**config.mk**
```make
export PLATFORM = sky130hd
export DESIGN_NAME = osc_ctrl
export DESIGN_NICKNAME = d
export VERILOG_FILES = /design/src/hdl/osc_pkg.sv /design/src/hdl/osc_sync2.sv /design/src/hdl/osc_ctrl.sv
export SDC_FILE = /design/constraint.sdc
export NUM_CORES = 1
export LEC_CHECK = 0
export ABC_CLOCK_PERIOD_IN_PS = 2400
export BUFFER_PORTS_ARGS = -buffer_cell sky130_fd_sc_hd__buf_2
export CORE_ASPECT_RATIO = 2
export CORE_MARGIN = 2
export CORE_UTILIZATION = 54
export CTS_CLUSTER_DIAMETER = 80
export DETAILED_ROUTE_END_ITERATION = 12
export GPL_TIMING_DRIVEN = 0
export PLACE_DENSITY_LB_ADDON = 0.2
export SYNTH_ARGS = -nofsm -noshare
export SYNTH_HDL_FRONTEND = slang
export SYNTH_HIERARCHICAL = 1
export SYNTH_SLANG_ARGS = --single-unit
```
**constraint.sdc**
```tcl
create_clock -name clk -period 2.4 [get_ports clk]
set_clock_uncertainty 0.05 [all_clocks]
set_input_delay 0.72 -clock clk [delete_from_list [all_inputs] [get_ports clk]]
set_output_delay 0.72 -clock clk [all_outputs]
set_load 0.05 [all_outputs]
```
**src/hdl/osc_pkg.sv**
```systemverilog
// constants, types and helpers shared by the oscillator control block
package osc_pkg;

    // register port and synchroniser geometry
    localparam int ADDR_W = 4;
    localparam int DATA_W = 16;
    localparam int SYNC_W = 3;

    // word addresses on the register port
    localparam logic [3:0] CTRL_ADDR = 4'h0;
    localparam logic [3:0] DIV_ADDR = 4'h1;
    localparam logic [3:0] UNLOCK_ADDR = 4'h2;

    // field positions in the oscillator control word
    localparam int CUR_LSB = 12;
    localparam int NEXT_LSB = 8;
    localparam int FREEZE_BIT = 7;
    localparam int PIN_BIT = 6;
    localparam int LOCK_BIT = 5;
    localparam int CF_BIT = 3;
    localparam int PSR_BIT = 2;
    localparam int LSC_BIT = 1;
    localparam int SWR_BIT = 0;

    // field positions in the clock divider word
    localparam int POST_LSB = 6;
    localparam int PLL_ENABLE_BIT = 5;

    // oscillator source codes
    localparam logic [2:0] SRC_FRC = 3'h0;
    localparam logic [2:0] SRC_FRCPLL = 3'h1;
    localparam logic [2:0] SRC_PRI = 3'h2;
    localparam logic [2:0] SRC_PRIPLL = 3'h3;
    localparam logic [2:0] SRC_LSC = 3'h4;
    localparam logic [2:0] SRC_LOW_POWER_INTERNAL_RC = 3'h5;
    localparam logic [2:0] SRC_RSVD = 3'h6;
    localparam logic [2:0] SRC_FRCDIV = 3'h7;

    // values after reset
    localparam logic [2:0] SRC_RST = 3'h0;
    localparam logic [1:0] POST_RST = 2'h0;
    localparam logic BIT_RST = 1'b0;
    localparam logic [15:0] RDATA_RST = 16'h0000;

    // unlock keys, values arbitrary
    localparam logic [15:0] UNLOCK_KEY1 = 16'h3C5A;
    localparam logic [15:0] UNLOCK_KEY2 = 16'hA5C3;
    // cycles the unlock stays open after the second key
    localparam logic [3:0] UNLOCK_WINDOW_CYC = 4'h8;

    // unlock sequence states
    typedef enum logic [1:0] {OSC_KEY_IDLE, OSC_KEY_HALF, OSC_KEY_OPEN} osc_key_e;
    // clock switch states
    typedef enum logic {OSC_SW_IDLE, OSC_SW_BUSY} osc_sw_e;

    // true for the two sources that run through the pll
    function automatic logic osc_is_pll_source(input logic [2:0] src);
        return (src == SRC_FRCPLL) || (src == SRC_PRIPLL);
    endfunction

endpackage

```
**src/hdl/osc_sync2.sv**
```systemverilog
// two flip-flop synchroniser for the asynchronous status inputs
`timescale 1ns/1ps
module osc_sync2 (
    input wire logic clk,
    input wire logic reset,
    input wire logic [osc_pkg::SYNC_W-1:0] async_in,
    output logic [osc_pkg::SYNC_W-1:0] sync_out
);

    // first stage, read only by the second stage
    logic [osc_pkg::SYNC_W-1:0] meta_q;
    // second stage, safe for logic
    logic [osc_pkg::SYNC_W-1:0] sync_q;

    // both stages clear on reset and shift every edge
    always_ff @(posedge clk or posedge reset) begin
        if (reset) begin
            meta_q <= 3'h0;
            sync_q <= 3'h0;
        end else begin
            meta_q <= async_in;
            sync_q <= meta_q;
        end
    end

    assign sync_out = sync_q;

endmodule

```
**src/hdl/osc_ctrl.sv**
```systemverilog
// oscillator control register with write lock, switch tracking and status
`timescale 1ns/1ps
module osc_ctrl (
    input wire logic clk,
    input wire logic reset,
    input wire logic [3:0] reg_addr,
    input wire logic [15:0] reg_wdata,
    input wire logic reg_write,
    input wire logic reg_read,
    output logic [15:0] reg_rdata,
    input wire logic [2:0] initial_source_fuses,
    input wire logic one_way_pin_freeze_fuse,
    input wire logic fail_safe_monitor_enable,
    input wire logic pll_in_lock,
    input wire logic pll_startup_done,
    input wire logic fail_safe_monitor_fail,
    input wire logic sleep_mode,
    input wire logic switch_done,
    output logic switch_start,
    output logic [2:0] switch_target,
    output logic [2:0] current_source,
    output logic primary_osc_run,
    output logic low_speed_crystal_on,
    output logic [1:0] system_clock_postscaler,
    output logic pll_enable,
    output logic pin_map_frozen,
    output logic clock_select_frozen
);

    // synchronised status inputs
    logic [2:0] status_s;
    logic pll_ok_s;
    logic clock_fail_s;

    // register state
    logic init_done_q;
    logic [2:0] current_source_q;
    logic [2:0] next_source_q;
    logic clock_select_freeze_q;
    logic pin_map_freeze_q;
    logic lock_status_q;
    logic clock_fail_flag_q;
    logic primary_sleep_run_q;
    logic low_speed_crystal_enable_q;
    logic [1:0] postscaler_q;
    logic pll_enable_q;
    logic [15:0] rdata_q;
    logic primary_run_q;

    // switch tracking
    osc_pkg::osc_sw_e sw_state_q;
    osc_pkg::osc_sw_e sw_state_d;
    logic [2:0] switch_target_q;
    logic switch_start_q;

    // unlock sequence
    osc_pkg::osc_key_e key_state_q;
    osc_pkg::osc_key_e key_state_d;
    logic [3:0] window_q;
    logic [3:0] window_d;

    // decode wires
    logic wr_ctrl;
    logic wr_ctrl_ok;
    logic wr_div;
    logic wr_div_ok;
    logic wr_key;
    logic freeze_eff;
    logic unlock_open;
    logic start_req;
    logic start_ok;
    logic switch_request;
    logic lock_d;
    logic clock_fail_d;
    logic pin_map_d;
    logic freeze_d;
    logic [2:0] next_source_d;
    logic [15:0] ctrl_word;
    logic [15:0] div_word;
    logic [15:0] unlock_word;
    logic [15:0] rdata_d;

    // pll lock, start-up timer and failure come from other clock domains
    osc_sync2 u_sync (
        .clk(clk),
        .reset(reset),
        .async_in({fail_safe_monitor_fail, pll_startup_done, pll_in_lock}),
        .sync_out(status_s)
    );

    assign pll_ok_s = status_s[0] | status_s[1];
    assign clock_fail_s = status_s[2];

    // bus decode; control and divider writes are not taken before the fuses are loaded, key writes are
    assign wr_ctrl = reg_write && (reg_addr == osc_pkg::CTRL_ADDR) && init_done_q;
    assign unlock_open = (key_state_q == osc_pkg::OSC_KEY_OPEN);
    assign wr_ctrl_ok = wr_ctrl && unlock_open;
    assign wr_div = reg_write && (reg_addr == osc_pkg::DIV_ADDR) && init_done_q;
    assign wr_key = reg_write && (reg_addr == osc_pkg::UNLOCK_ADDR);

    // freeze only bites while the fail-safe monitor is enabled
    assign freeze_eff = clock_select_freeze_q && fail_safe_monitor_enable;
    assign wr_div_ok = wr_div && !freeze_eff;

    // unlock sequence: two keys back to back, then a short window
    always_comb begin
        key_state_d = key_state_q;
        window_d = window_q;
        unique case (key_state_q)
            osc_pkg::OSC_KEY_IDLE: begin
                // wait for the first key
                if (wr_key && (reg_wdata == osc_pkg::UNLOCK_KEY1)) begin
                    key_state_d = osc_pkg::OSC_KEY_HALF;
                end
            end
            osc_pkg::OSC_KEY_HALF: begin
                // second key opens, anything else written to keys aborts
                if (wr_key && (reg_wdata == osc_pkg::UNLOCK_KEY2)) begin
                    key_state_d = osc_pkg::OSC_KEY_OPEN;
                    window_d = osc_pkg::UNLOCK_WINDOW_CYC;
                end else if (wr_key || wr_ctrl) begin
                    key_state_d = osc_pkg::OSC_KEY_IDLE;
                end
            end
            osc_pkg::OSC_KEY_OPEN: begin
                // one control write consumes the unlock; window runs out too
                if (wr_ctrl || (window_q == 4'h1)) begin
                    key_state_d = osc_pkg::OSC_KEY_IDLE;
                    window_d = 4'h0;
                end else if (wr_key) begin
                    key_state_d = (reg_wdata == osc_pkg::UNLOCK_KEY1) ? osc_pkg::OSC_KEY_HALF
                                                                      : osc_pkg::OSC_KEY_IDLE;
                    window_d = 4'h0;
                end else begin
                    window_d = window_q - 4'h1;
                end
            end
        endcase
    end

    // unlock state registers
    always_ff @(posedge clk or posedge reset) begin
        if (reset) begin
            key_state_q <= osc_pkg::OSC_KEY_IDLE;
            window_q <= 4'h0;
        end else begin
            key_state_q <= key_state_d;
            window_q <= window_d;
        end
    end

    // a switch request needs unlock, no freeze, and an idle tracker
    assign start_req = wr_ctrl_ok && !freeze_eff && reg_wdata[osc_pkg::SWR_BIT];
    // the reserved code never starts a switch
    assign start_ok = start_req && (sw_state_q == osc_pkg::OSC_SW_IDLE)
                      && (reg_wdata[osc_pkg::NEXT_LSB +: 3] != osc_pkg::SRC_RSVD);

    // switch tracker: busy from start until the sequencer reports done
    always_comb begin
        sw_state_d = sw_state_q;
        unique case (sw_state_q)
            osc_pkg::OSC_SW_IDLE: begin
                if (start_ok) begin
                    sw_state_d = osc_pkg::OSC_SW_BUSY;
                end
            end
            osc_pkg::OSC_SW_BUSY: begin
                if (switch_done) begin
                    sw_state_d = osc_pkg::OSC_SW_IDLE;
                end
            end
        endcase
    end

    // the request bit reads high for as long as the switch runs
    assign switch_request = (sw_state_q == osc_pkg::OSC_SW_BUSY);

    // switch tracker registers; current source loads the fuses, then moves only on completion
    always_ff @(posedge clk or posedge reset) begin
        if (reset) begin
            sw_state_q <= osc_pkg::OSC_SW_IDLE;
            switch_target_q <= osc_pkg::SRC_RST;
            switch_start_q <= osc_pkg::BIT_RST;
            current_source_q <= osc_pkg::SRC_RST;
        end else begin
            sw_state_q <= sw_state_d;
            switch_start_q <= start_ok;
            if (start_ok) begin
                switch_target_q <= reg_wdata[osc_pkg::NEXT_LSB +: 3];
            end
            if (!init_done_q) begin
                current_source_q <= initial_source_fuses;
            end else if (switch_request && switch_done) begin
                current_source_q <= switch_target_q;
            end
        end
    end

    // next source field: fuse value first, then unfrozen unlocked writes
    assign next_source_d = !init_done_q ? initial_source_fuses :
                           (wr_ctrl_ok && !freeze_eff) ? reg_wdata[osc_pkg::NEXT_LSB +: 3] :
                           next_source_q;

    // lock status is dropped in non-pll modes and while a switch runs
    assign lock_d = osc_pkg::osc_is_pll_source(current_source_q) && !switch_request && !start_ok
                    && pll_ok_s;

    // failure flag: hardware set beats a software clear of the same cycle
    assign clock_fail_d = clock_fail_s ? 1'b1 :
                          (wr_ctrl_ok && !reg_wdata[osc_pkg::CF_BIT]) ? 1'b0 :
                          clock_fail_flag_q;

    // pin freeze: unlocked writes only; one-way fuse keeps a set bit set
    assign pin_map_d = wr_ctrl_ok ? (reg_wdata[osc_pkg::PIN_BIT] | (one_way_pin_freeze_fuse & pin_map_freeze_q))
                                  : pin_map_freeze_q;

    // clock freeze cannot be released while it is in force
    assign freeze_d = wr_ctrl_ok ? (reg_wdata[osc_pkg::FREEZE_BIT] | freeze_eff) : clock_select_freeze_q;

    // control word fields
    always_ff @(posedge clk or posedge reset) begin
        if (reset) begin
            init_done_q <= osc_pkg::BIT_RST;
            next_source_q <= osc_pkg::SRC_RST;
            clock_select_freeze_q <= osc_pkg::BIT_RST;
            pin_map_freeze_q <= osc_pkg::BIT_RST;
            lock_status_q <= osc_pkg::BIT_RST;
            clock_fail_flag_q <= osc_pkg::BIT_RST;
            primary_sleep_run_q <= osc_pkg::BIT_RST;
            low_speed_crystal_enable_q <= osc_pkg::BIT_RST;
        end else begin
            init_done_q <= 1'b1;
            next_source_q <= next_source_d;
            clock_select_freeze_q <= freeze_d;
            pin_map_freeze_q <= pin_map_d;
            lock_status_q <= lock_d;
            clock_fail_flag_q <= clock_fail_d;
            if (wr_ctrl_ok) begin
                primary_sleep_run_q <= reg_wdata[osc_pkg::PSR_BIT];
                low_speed_crystal_enable_q <= reg_wdata[osc_pkg::LSC_BIT];
            end
        end
    end

    // divider word fields, blocked by the clock freeze
    always_ff @(posedge clk or posedge reset) begin
        if (reset) begin
            postscaler_q <= osc_pkg::POST_RST;
            pll_enable_q <= osc_pkg::BIT_RST;
        end else if (wr_div_ok) begin
            postscaler_q <= reg_wdata[osc_pkg::POST_LSB +: 2];
            pll_enable_q <= reg_wdata[osc_pkg::PLL_ENABLE_BIT];
        end
    end

    // primary oscillator runs when awake, or asleep if allowed
    always_ff @(posedge clk or posedge reset) begin
        if (reset) begin
            primary_run_q <= 1'b1;
        end else begin
            primary_run_q <= !sleep_mode || primary_sleep_run_q;
        end
    end

    // read words; unused positions are zero
    assign ctrl_word = {1'b0, current_source_q, 1'b0, next_source_q, clock_select_freeze_q, pin_map_freeze_q,
                        lock_status_q, 1'b0, clock_fail_flag_q, primary_sleep_run_q,
                        low_speed_crystal_enable_q, switch_request};
    assign div_word = {8'h00, postscaler_q, pll_enable_q, 5'h00};
    assign unlock_word = {15'h0000, unlock_open};

    // read mux; unmapped addresses read zero
    assign rdata_d = !reg_read ? 16'h0000 :
                     (reg_addr == osc_pkg::CTRL_ADDR) ? ctrl_word :
                     (reg_addr == osc_pkg::DIV_ADDR) ? div_word :
                     (reg_addr == osc_pkg::UNLOCK_ADDR) ? unlock_word :
                     16'h0000;

    // read data stand for exactly the cycle after the strobe
    always_ff @(posedge clk or posedge reset) begin
        if (reset) begin
            rdata_q <= osc_pkg::RDATA_RST;
        end else begin
            rdata_q <= rdata_d;
        end
    end

    // outputs
    assign reg_rdata = rdata_q;
    assign switch_start = switch_start_q;
    assign switch_target = switch_target_q;
    assign current_source = current_source_q;
    assign primary_osc_run = primary_run_q;
    assign low_speed_crystal_on = low_speed_crystal_enable_q;
    assign system_clock_postscaler = postscaler_q;
    assign pll_enable = pll_enable_q;
    assign pin_map_frozen = pin_map_freeze_q;
    assign clock_select_frozen = freeze_eff;

    // lock reads one a cycle after a settled pll mode with a locked pll
    property p_lock_set;
        @(posedge clk) disable iff (reset)
        (osc_pkg::osc_is_pll_source(current_source_q) && !switch_request && !start_ok && pll_ok_s)
        |=> lock_status_q;
    endproperty
    a_lock_set: assert property (p_lock_set) else $error("lock bit not set");

    // lock reads zero in non-pll modes and during a switch
    property p_lock_clear;
        @(posedge clk) disable iff (reset)
        (!osc_pkg::osc_is_pll_source(current_source_q) || switch_request) |=> !lock_status_q;
    endproperty
    a_lock_clear: assert property (p_lock_clear) else $error("lock bit not cleared");

    // a detected failure is flagged next cycle even against a clear
    property p_fail_flag;
        @(posedge clk) disable iff (reset)
        clock_fail_s |=> clock_fail_flag_q;
    endproperty
    a_fail_flag: assert property (p_fail_flag) else $error("failure flag missed");

    // primary run output follows sleep and the sleep-run bit
    property p_primary_sleep;
        @(posedge clk) disable iff (reset)
        (sleep_mode && !primary_sleep_run_q) |=> !primary_osc_run;
    endproperty
    a_primary_sleep: assert property (p_primary_sleep) else $error("primary not stopped asleep");

    // a completed switch drops the request bit and moves the current source
    property p_switch_done;
        @(posedge clk) disable iff (reset)
        (switch_request && switch_done) |=> (!switch_request && (current_source_q == $past(switch_target_q)));
    endproperty
    a_switch_done: assert property (p_switch_done) else $error("switch completion wrong");

    // a frozen clock selection ignores writes to the guarded fields
    property p_freeze;
        @(posedge clk) disable iff (reset)
        (freeze_eff && (wr_ctrl || wr_div)) |=> ($stable(next_source_q) && $stable(postscaler_q)
                                                && $stable(pll_enable_q) && !switch_start_q);
    endproperty
    a_freeze: assert property (p_freeze) else $error("frozen field changed");

    // writes without unlock leave the control word alone
    property p_write_lock;
        @(posedge clk) disable iff (reset)
        (wr_ctrl && !unlock_open && !clock_fail_s) |=> ($stable(next_source_q) && $stable(pin_map_freeze_q)
                                                       && $stable(primary_sleep_run_q) && !switch_start_q);
    endproperty
    a_write_lock: assert property (p_write_lock) else $error("locked write took effect");

    // with the one-way fuse a set pin freeze stays set
    property p_one_way;
        @(posedge clk) disable iff (reset)
        (one_way_pin_freeze_fuse && pin_map_freeze_q) |=> pin_map_freeze_q;
    endproperty
    a_one_way: assert property (p_one_way) else $error("pin freeze cleared");

    // both source fields hold the fuse value right after reset
    property p_fuse_load;
        @(posedge clk) disable iff (reset)
        !init_done_q |=> ((current_source_q == $past(initial_source_fuses))
                          && (next_source_q == $past(initial_source_fuses)));
    endproperty
    a_fuse_load: assert property (p_fuse_load) else $error("fuse value not loaded");

    // unused positions of the control word read zero
    property p_unused_zero;
        @(posedge clk) disable iff (reset)
        (reg_read && (reg_addr == osc_pkg::CTRL_ADDR)) |=> (!reg_rdata[11] && !reg_rdata[4] && !reg_rdata[15]);
    endproperty
    a_unused_zero: assert property (p_unused_zero) else $error("unused bit not zero");

    // the reserved source never launches a switch
    property p_no_reserved;
        @(posedge clk) disable iff (reset)
        switch_start_q |-> (switch_target_q != osc_pkg::SRC_RSVD);
    endproperty
    a_no_reserved: assert property (p_no_reserved) else $error("reserved source started");

    // the crystal enable output follows an accepted write
    property p_crystal;
        @(posedge clk) disable iff (reset)
        wr_ctrl_ok |=> (low_speed_crystal_on == $past(reg_wdata[osc_pkg::LSC_BIT]));
    endproperty
    a_crystal: assert property (p_crystal) else $error("crystal enable wrong");

endmodule

```
==> reports/metrics.csv, run 1 <==
metric;value;unit
mux cell area share after synthesis;0.0743;
total CTS buffers;5;
wire per inst;14.1;um
Clock power frac;0.303;
largest net degree at the start of global routing;42;
dpl hpwl;3160;um
CTS tree;yes;
Pre-Repair DR Iteration Count;4;
number of H-tree levels;2;
RePlAce Congestion;0.902;
RSZ-0062 raised after global routing;no;
combinational group share of total power;0.128;
Synth Flop Type;dfrtp_1;
Synth Area per Inst;12.0;um2
Gates resized, CTS repair;0;
share of layout cells above drive strength 1;0.347;
Psw;0.000380;W
max-cap check violation count;0;
total gr overflow;0;
Die Height;90.2;um
Mapped Cells;167;
yosys warns;6;
post-synthesis sequential area ratio;0.587;
CTS clk-pin slew, worst paths;0.07;ns
core area;3610;um2
Slew Limit Fails;0;
first-pass GRT wire length;6680;um
Mapped Area;2000;um2
Bufs on Longest Clock Path;2;
Synth area leaders;dfrtp_1 (57%), mux2i_1 (3.5%), and2_1 (2.8%);
Critical Path RT;1.63;ns
clock sinks;47;
Inserted Diodes;0;
Initial Utilization;0.556;
DRC viols;0;
Synth cell types;42;
crit path max fanout;3;
Power Dens Cells;597;nW/um2
setup TNS;0;ns
largest family of logic cells by synthesized area;simple AND/OR/NAND/NOR gates;
Slew Limit Headroom;0.456;
Worst-Margin Slew;0.815;ns
Pint;0.00108;W
Synth Area in Compound Gates;0.0705;
dpl cells;277;
synth cell count leaders;dfrtp_1 (46), nor2_1 (13), and2_1 (9), nand2_1 (9), inv_1 (8);
Final Cell Area;2450;um2
Synth Register Bits;47;
status;finished clean;
Hold Buf Count CTS;0;
Tmin final;2.01;ns
cell taking the most area after synthesis;dfrtp_1;
Global Route Usage Sum;0.218;
period utilisation layout;0.836;
dpl cell area;2370;um2
die width;47.1;um
R2R Setup Slk;0.68;ns
Post-CTS Setup Repair Bufs;0;
worst hold-check path type;input pin to asynchronous set/reset pin;
Skew-Pair Late Insertion Delay;0.29;ns
final setup vio count;0;
initial DRC count;22;
final hold vios;0;
Top Ports;64;
Post-synth EDFFs;0;
Post-Layout Cell Count;285;
simple-gate share of the synthesized area;0.209;
ANT nets after route;0;
sequential power share;0.569;
asr flop ratio synth;1.00;
Rows;31;
Synth Area in XOR/XNOR;0.00874;
final WL;4020;um
Die Area;4240;um2
final-stage net count;271;
Max rail drop VDD;0.471;mV
CP endpoint kind;output port;
filler cell count;307;
kind of critical path;input pin to output port;
sw frac;0.260;
leakage;1.32;nW
Synth-to-Final Area Change;22.2;%
initial antenna violation count;0;
most common cell in the netlist;dfrtp_1;
f_max;0.498;GHz
Post-Synth Adder-Cell Area;0.0125;
via count;1452;
CTS Root Cell;clkbuf_8;
top cell type's share of synthesized area;0.574;
vias in the first global route;1533;
vias per inst;5.09;
crit start category;input pin;
Arrival @ worst endpoint;1.24;ns
input/output buffers;59;
path summary, 6_finish.rpt:
path | cells after the start | start | end
setup / recovery | 4 | fail_safe_monitor_enable | clock_select_frozen
hold / removal | 2 | reset | u_sync/meta_q[0]
setup reg to reg | 4 | key_state_q[1] | switch_target[2]
hold reg to reg | 0 | u_sync/meta_q[1] | u_sync/sync_out[1]
max in group asynchronous | 2 | reset | current_source[1]
min in group clk | 0 | u_sync/meta_q[1] | u_sync/sync_out[1]
layout make-up:
class                           instances  area, um2  area share
Clock buffer                            7       76.3      0.0312
Clock inverter                          1       5.00     0.00204
Multi-Input combinational cell        109        767       0.313
Buffer                                  5       37.5      0.0153
Tap cell                               49       61.3      0.0250
Timing Repair Buffer                   59        295       0.121
Sequential cell                        47       1180       0.481
Inverter                                8       30.0      0.0123
metrics by stage:
step,hold WS [ns],util,power [W],setup WS [ns]
final,0.290,0.679,0.00146,0.393
after global routing,0.306,0.679,0.00153,0.335
after CTS,0.283,0.679,0.00149,0.389
after detailed placement,0.294,0.657,0.00104,0.109
after global placement,0.282,0.657,0.00104,0.119
after floorplan,0.281,-,0.000969,0.436
kinds of logic (layout without fill, tap and decap cells):
family / Yosys count / count (layout)
xor+xnor: 2 / 2
other cells: 2 / 4
compound gates: 21 / 21
flops: 47 / 47
mux: 14 / 14
buf+inv: 13 / 80
simple gates: 66 / 66
fa+ha+maj: 2 / 2
sequential cells by signal, summed over array words and instances, names as in the netlist, 3 cells and up:
register,cells
current_source,3
next_source_q,3
reg_rdata,13
switch_target,3
u_sync/meta_q,3
u_sync/sync_out,3
window_q,4
critical path: stages:
cell	delay (ns)
buf_2	0.07
nand2_1	0.07
inv_1	0.10
buf_2	0.27
per-layer routing:
layer,track usage,vias up,part of all wire
met2,0.366,47,0.55
li1,-,704,-
met1,0.242,690,0.36
met4,0.102,0,0.033
met5,0,-,0
met3,0.0482,11,0.051
power groups by stage:
stage               Clock (W)  Sequential [W]  Combinational, W
finish               0.000443        0.000832          0.000187
global placement            0        0.000848          0.000187
CTS                  0.000463        0.000833          0.000190
detailed placement          0        0.000848          0.000190
floorplan                   0        0.000894         0.0000753
global route         0.000489        0.000836          0.000203
placed cells by master (no fill, tap or decap), drive strengths merged, types with 2 or more instances in the layout:
cell type,count
clkbuf,8
mux2i,7
a221o,3
mux2,7
inv,8
and2,9
nor2,13
o21ai,6
o22ai,2
ha,2
o211ai,2
nand3,3
buf,63
nand2,9
conb,4
xnor2,2
dfrtp,46
a21oi,5
nor4b,2
nor3,6
nand2b,3
nand4,2
nand3b,3
nor2b,7
and3b,2
(Power assumes the default switching activity.)
==> run 2: changes to the inputs <==
--- a/config.mk
+++ b/config.mk
@@ -5,11 +5,11 @@
 export SDC_FILE = /design/constraint.sdc
 export NUM_CORES = 1
 export LEC_CHECK = 0
-export ABC_CLOCK_PERIOD_IN_PS = 2400
+export ABC_CLOCK_PERIOD_IN_PS = 1800
 export BUFFER_PORTS_ARGS = -buffer_cell sky130_fd_sc_hd__buf_2
 export CORE_ASPECT_RATIO = 2
 export CORE_MARGIN = 2
-export CORE_UTILIZATION = 54
+export CORE_UTILIZATION = 45
 export CTS_CLUSTER_DIAMETER = 80
 export DETAILED_ROUTE_END_ITERATION = 12
 export GPL_TIMING_DRIVEN = 0
==> constraint.sdc (replaced) <==
create_clock -name clk -period 1.8 [get_ports clk]
set_clock_uncertainty 0.05 [all_clocks]
set_input_delay 0.54 -clock clk [delete_from_list [all_inputs] [get_ports clk]]
set_output_delay 0.54 -clock clk [all_outputs]
set_load 0.05 [all_outputs]
==> run 2 against run 1 <==
Net effect:
- critical path depth decreased by 1
- clock power up 38%
- register-to-register slack lost 0.56 ns
- combinational power grew 35%
- critical endpoint unchanged
==> reports/metrics.csv, run 2 (synthesis results as in run 1) <==
metric;value;unit;change
Tmin final;1.69;ns;
Rows;34;;+9.7%
via count;1428;;-1.7%
dpl hpwl;3270;um;+3.4%
status;finished clean;;
number of H-tree levels;2;;unchanged
Bufs on Longest Clock Path;2;;unchanged
setup TNS;0;ns;unchanged
Hold Buf Count CTS;0;;unchanged
Initial Utilization;0.467;;-0.0892
Crit-path slowest cell;dfrtp_1;;
wire per inst;14.6;um;+3.2%
commonest non-fill, non-tap cells in the layout;buf_2 (58), dfrtp_1 (46), nor2_1 (13);;
final WL;4230;um;+5.0%
largest net degree at the start of global routing;42;;unchanged
Skew-Pair Late Insertion Delay;0.30;ns;about the same
Die Height;98.4;um;+9.1%
final setup vio count;0;;unchanged
vias per inst;4.92;;-3.3%
dpl cell area;2370;um2;+0.26%
leakage;1.32;nW;+0.15%
input/output buffers;59;;unchanged
Worst-Margin Slew;0.847;ns;+0.0315 ns
kind of critical path;flop to output port;;
worst hold-check path type;input pin to asynchronous set/reset pin;;
RePlAce Congestion;0.757;;-16%
Die Area;5040;um2;+19%
crit start category;flop;;
Critical Path RT;1.21;ns;-0.42 ns
vias in the first global route;1471;;-4.0%
ANT nets after route;0;;unchanged
total CTS buffers;5;;unchanged
DRC viols;0;;unchanged
Post-CTS Setup Repair Bufs;0;;unchanged
Top Ports;64;;unchanged
Inserted Diodes;0;;unchanged
total gr overflow;0;;unchanged
Power Dens Cells;801;nW/um2;+34%
CTS tree;yes;;
Max rail drop VDD;0.595;mV;+26%
Gates resized, CTS repair;1;;+1
final-stage net count;271;;unchanged
CTS Root Cell;clkbuf_8;;
Global Route Usage Sum;0.187;;-0.0310
CP endpoint kind;output port;;
Pre-Repair DR Iteration Count;4;;unchanged
die width;51.2;um;+8.7%
Largest register FFs;13;;unchanged
period utilisation layout;0.941;;
CTS clk-pin slew, worst paths;0.08;ns;about the same
crit path max fanout;3;;unchanged
critical-path cell list;nand2_1 -> inv_1 -> buf_6;;
Synth-to-Final Area Change;23.0;%;
commonest non-fill, non-tap cell in the layout;buf_2;;
Slew Limit Fails;0;;unchanged
first-pass GRT wire length;6790;um;+1.6%
Util after Layout;0.574;;-0.105
f_max;0.590;GHz;
initial antenna violation count;0;;unchanged
Arrival @ worst endpoint;1.10;ns;-0.14 ns
Final WS setup;0.106;ns;-0.286 ns
Final Cell Area;2460;um2;+0.61%
Slew Limit Headroom;0.435;;-0.0210
initial DRC count;18;;-18%
max-cap check violation count;0;;unchanged
share of layout cells above drive strength 1;0.352;;+0.00424
RSZ-0062 raised after global routing;no;;
core area;4300;um2;+19%
clock sinks;47;;unchanged
Largest stage delay, worst path;0.39;ns;+0.12 ns
final hold vios;0;;unchanged
filler cell count;403;;+31%
pre-CTS setup slack;-0.144;ns;-0.252 ns
==> run 2: cell counts in the layout (fill, tap and decap cells not counted) <==
Identical to the previous run, type by type.
==> run 2: worst max-delay path, delay by kind of cell (launching register included) <==
family	cells	cell delay (ns)
buf+inv	2	0.30
simple gates	1	0.11
flops	1	0.39
==> run 2: worst paths after layout <==
check | start | end | slack, ns | depth (start not counted)
max in group asynchronous | reset | pin_map_frozen | 0.80 | 2
min in group clk | pll_startup_done | u_sync/meta_q[1] | 0.29 | 1
hold / removal | reset | u_sync/meta_q[1] | 0.10 | 2
hold reg to reg | u_sync/meta_q[1] | u_sync/sync_out[1] | 0.30 | 0
setup / recovery | clock_select_freeze_q | clock_select_frozen | 0.11 | 3
setup reg to reg | key_state_q[1] | switch_target[0] | 0.12 | 4
==> run 2: cell type report <==
cell class	count	area, um2	area share
Clock inverter	1	5.00	0.00203
Timing Repair Buffer	59	302	0.122
Clock buffer	7	76.3	0.0310
Buffer	5	37.5	0.0152
Sequential cell	47	1180	0.478
Multi-Input combinational cell	109	769	0.312
Inverter	8	30.0	0.0122
Tap cell	54	67.6	0.0274
==> run 2: layer usage <==
metal / up-vias / wire length [um] / global-route usage / share of wire
li1: 704 / - / - / -
met1: 673 / 1580 / 0.198 / 0.37
met2: 43 / 2350 / 0.337 / 0.56
met3: 8 / 210 / 0.0443 / 0.050
met4: 0 / 82 / 0.0790 / 0.019
met5: - / 0 / 0 / 0
==> run 2: where the power goes <==
group / internal (W) / switching (W) / leakage, nW
Sequential: 0.00109 / 0.0000213 / 0.588
Combinational: 0.0000824 / 0.000170 / 0.693
Clock: 0.000273 / 0.000337 / 0.0422
Total: 0.00145 / 0.000528 / 1.32
==> run 2: per-stage QoR <==
step,power (W),cells,hold WS (ns)
2_1_floorplan,0.00129,169,0.281
5_1_grt,0.00206,290,0.115
3_5_place_dp,0.00139,282,0.291
3_3_place_gp,0.00138,282,0.283
6_report,0.00197,290,0.102
4_1_cts,0.00199,290,0.0980
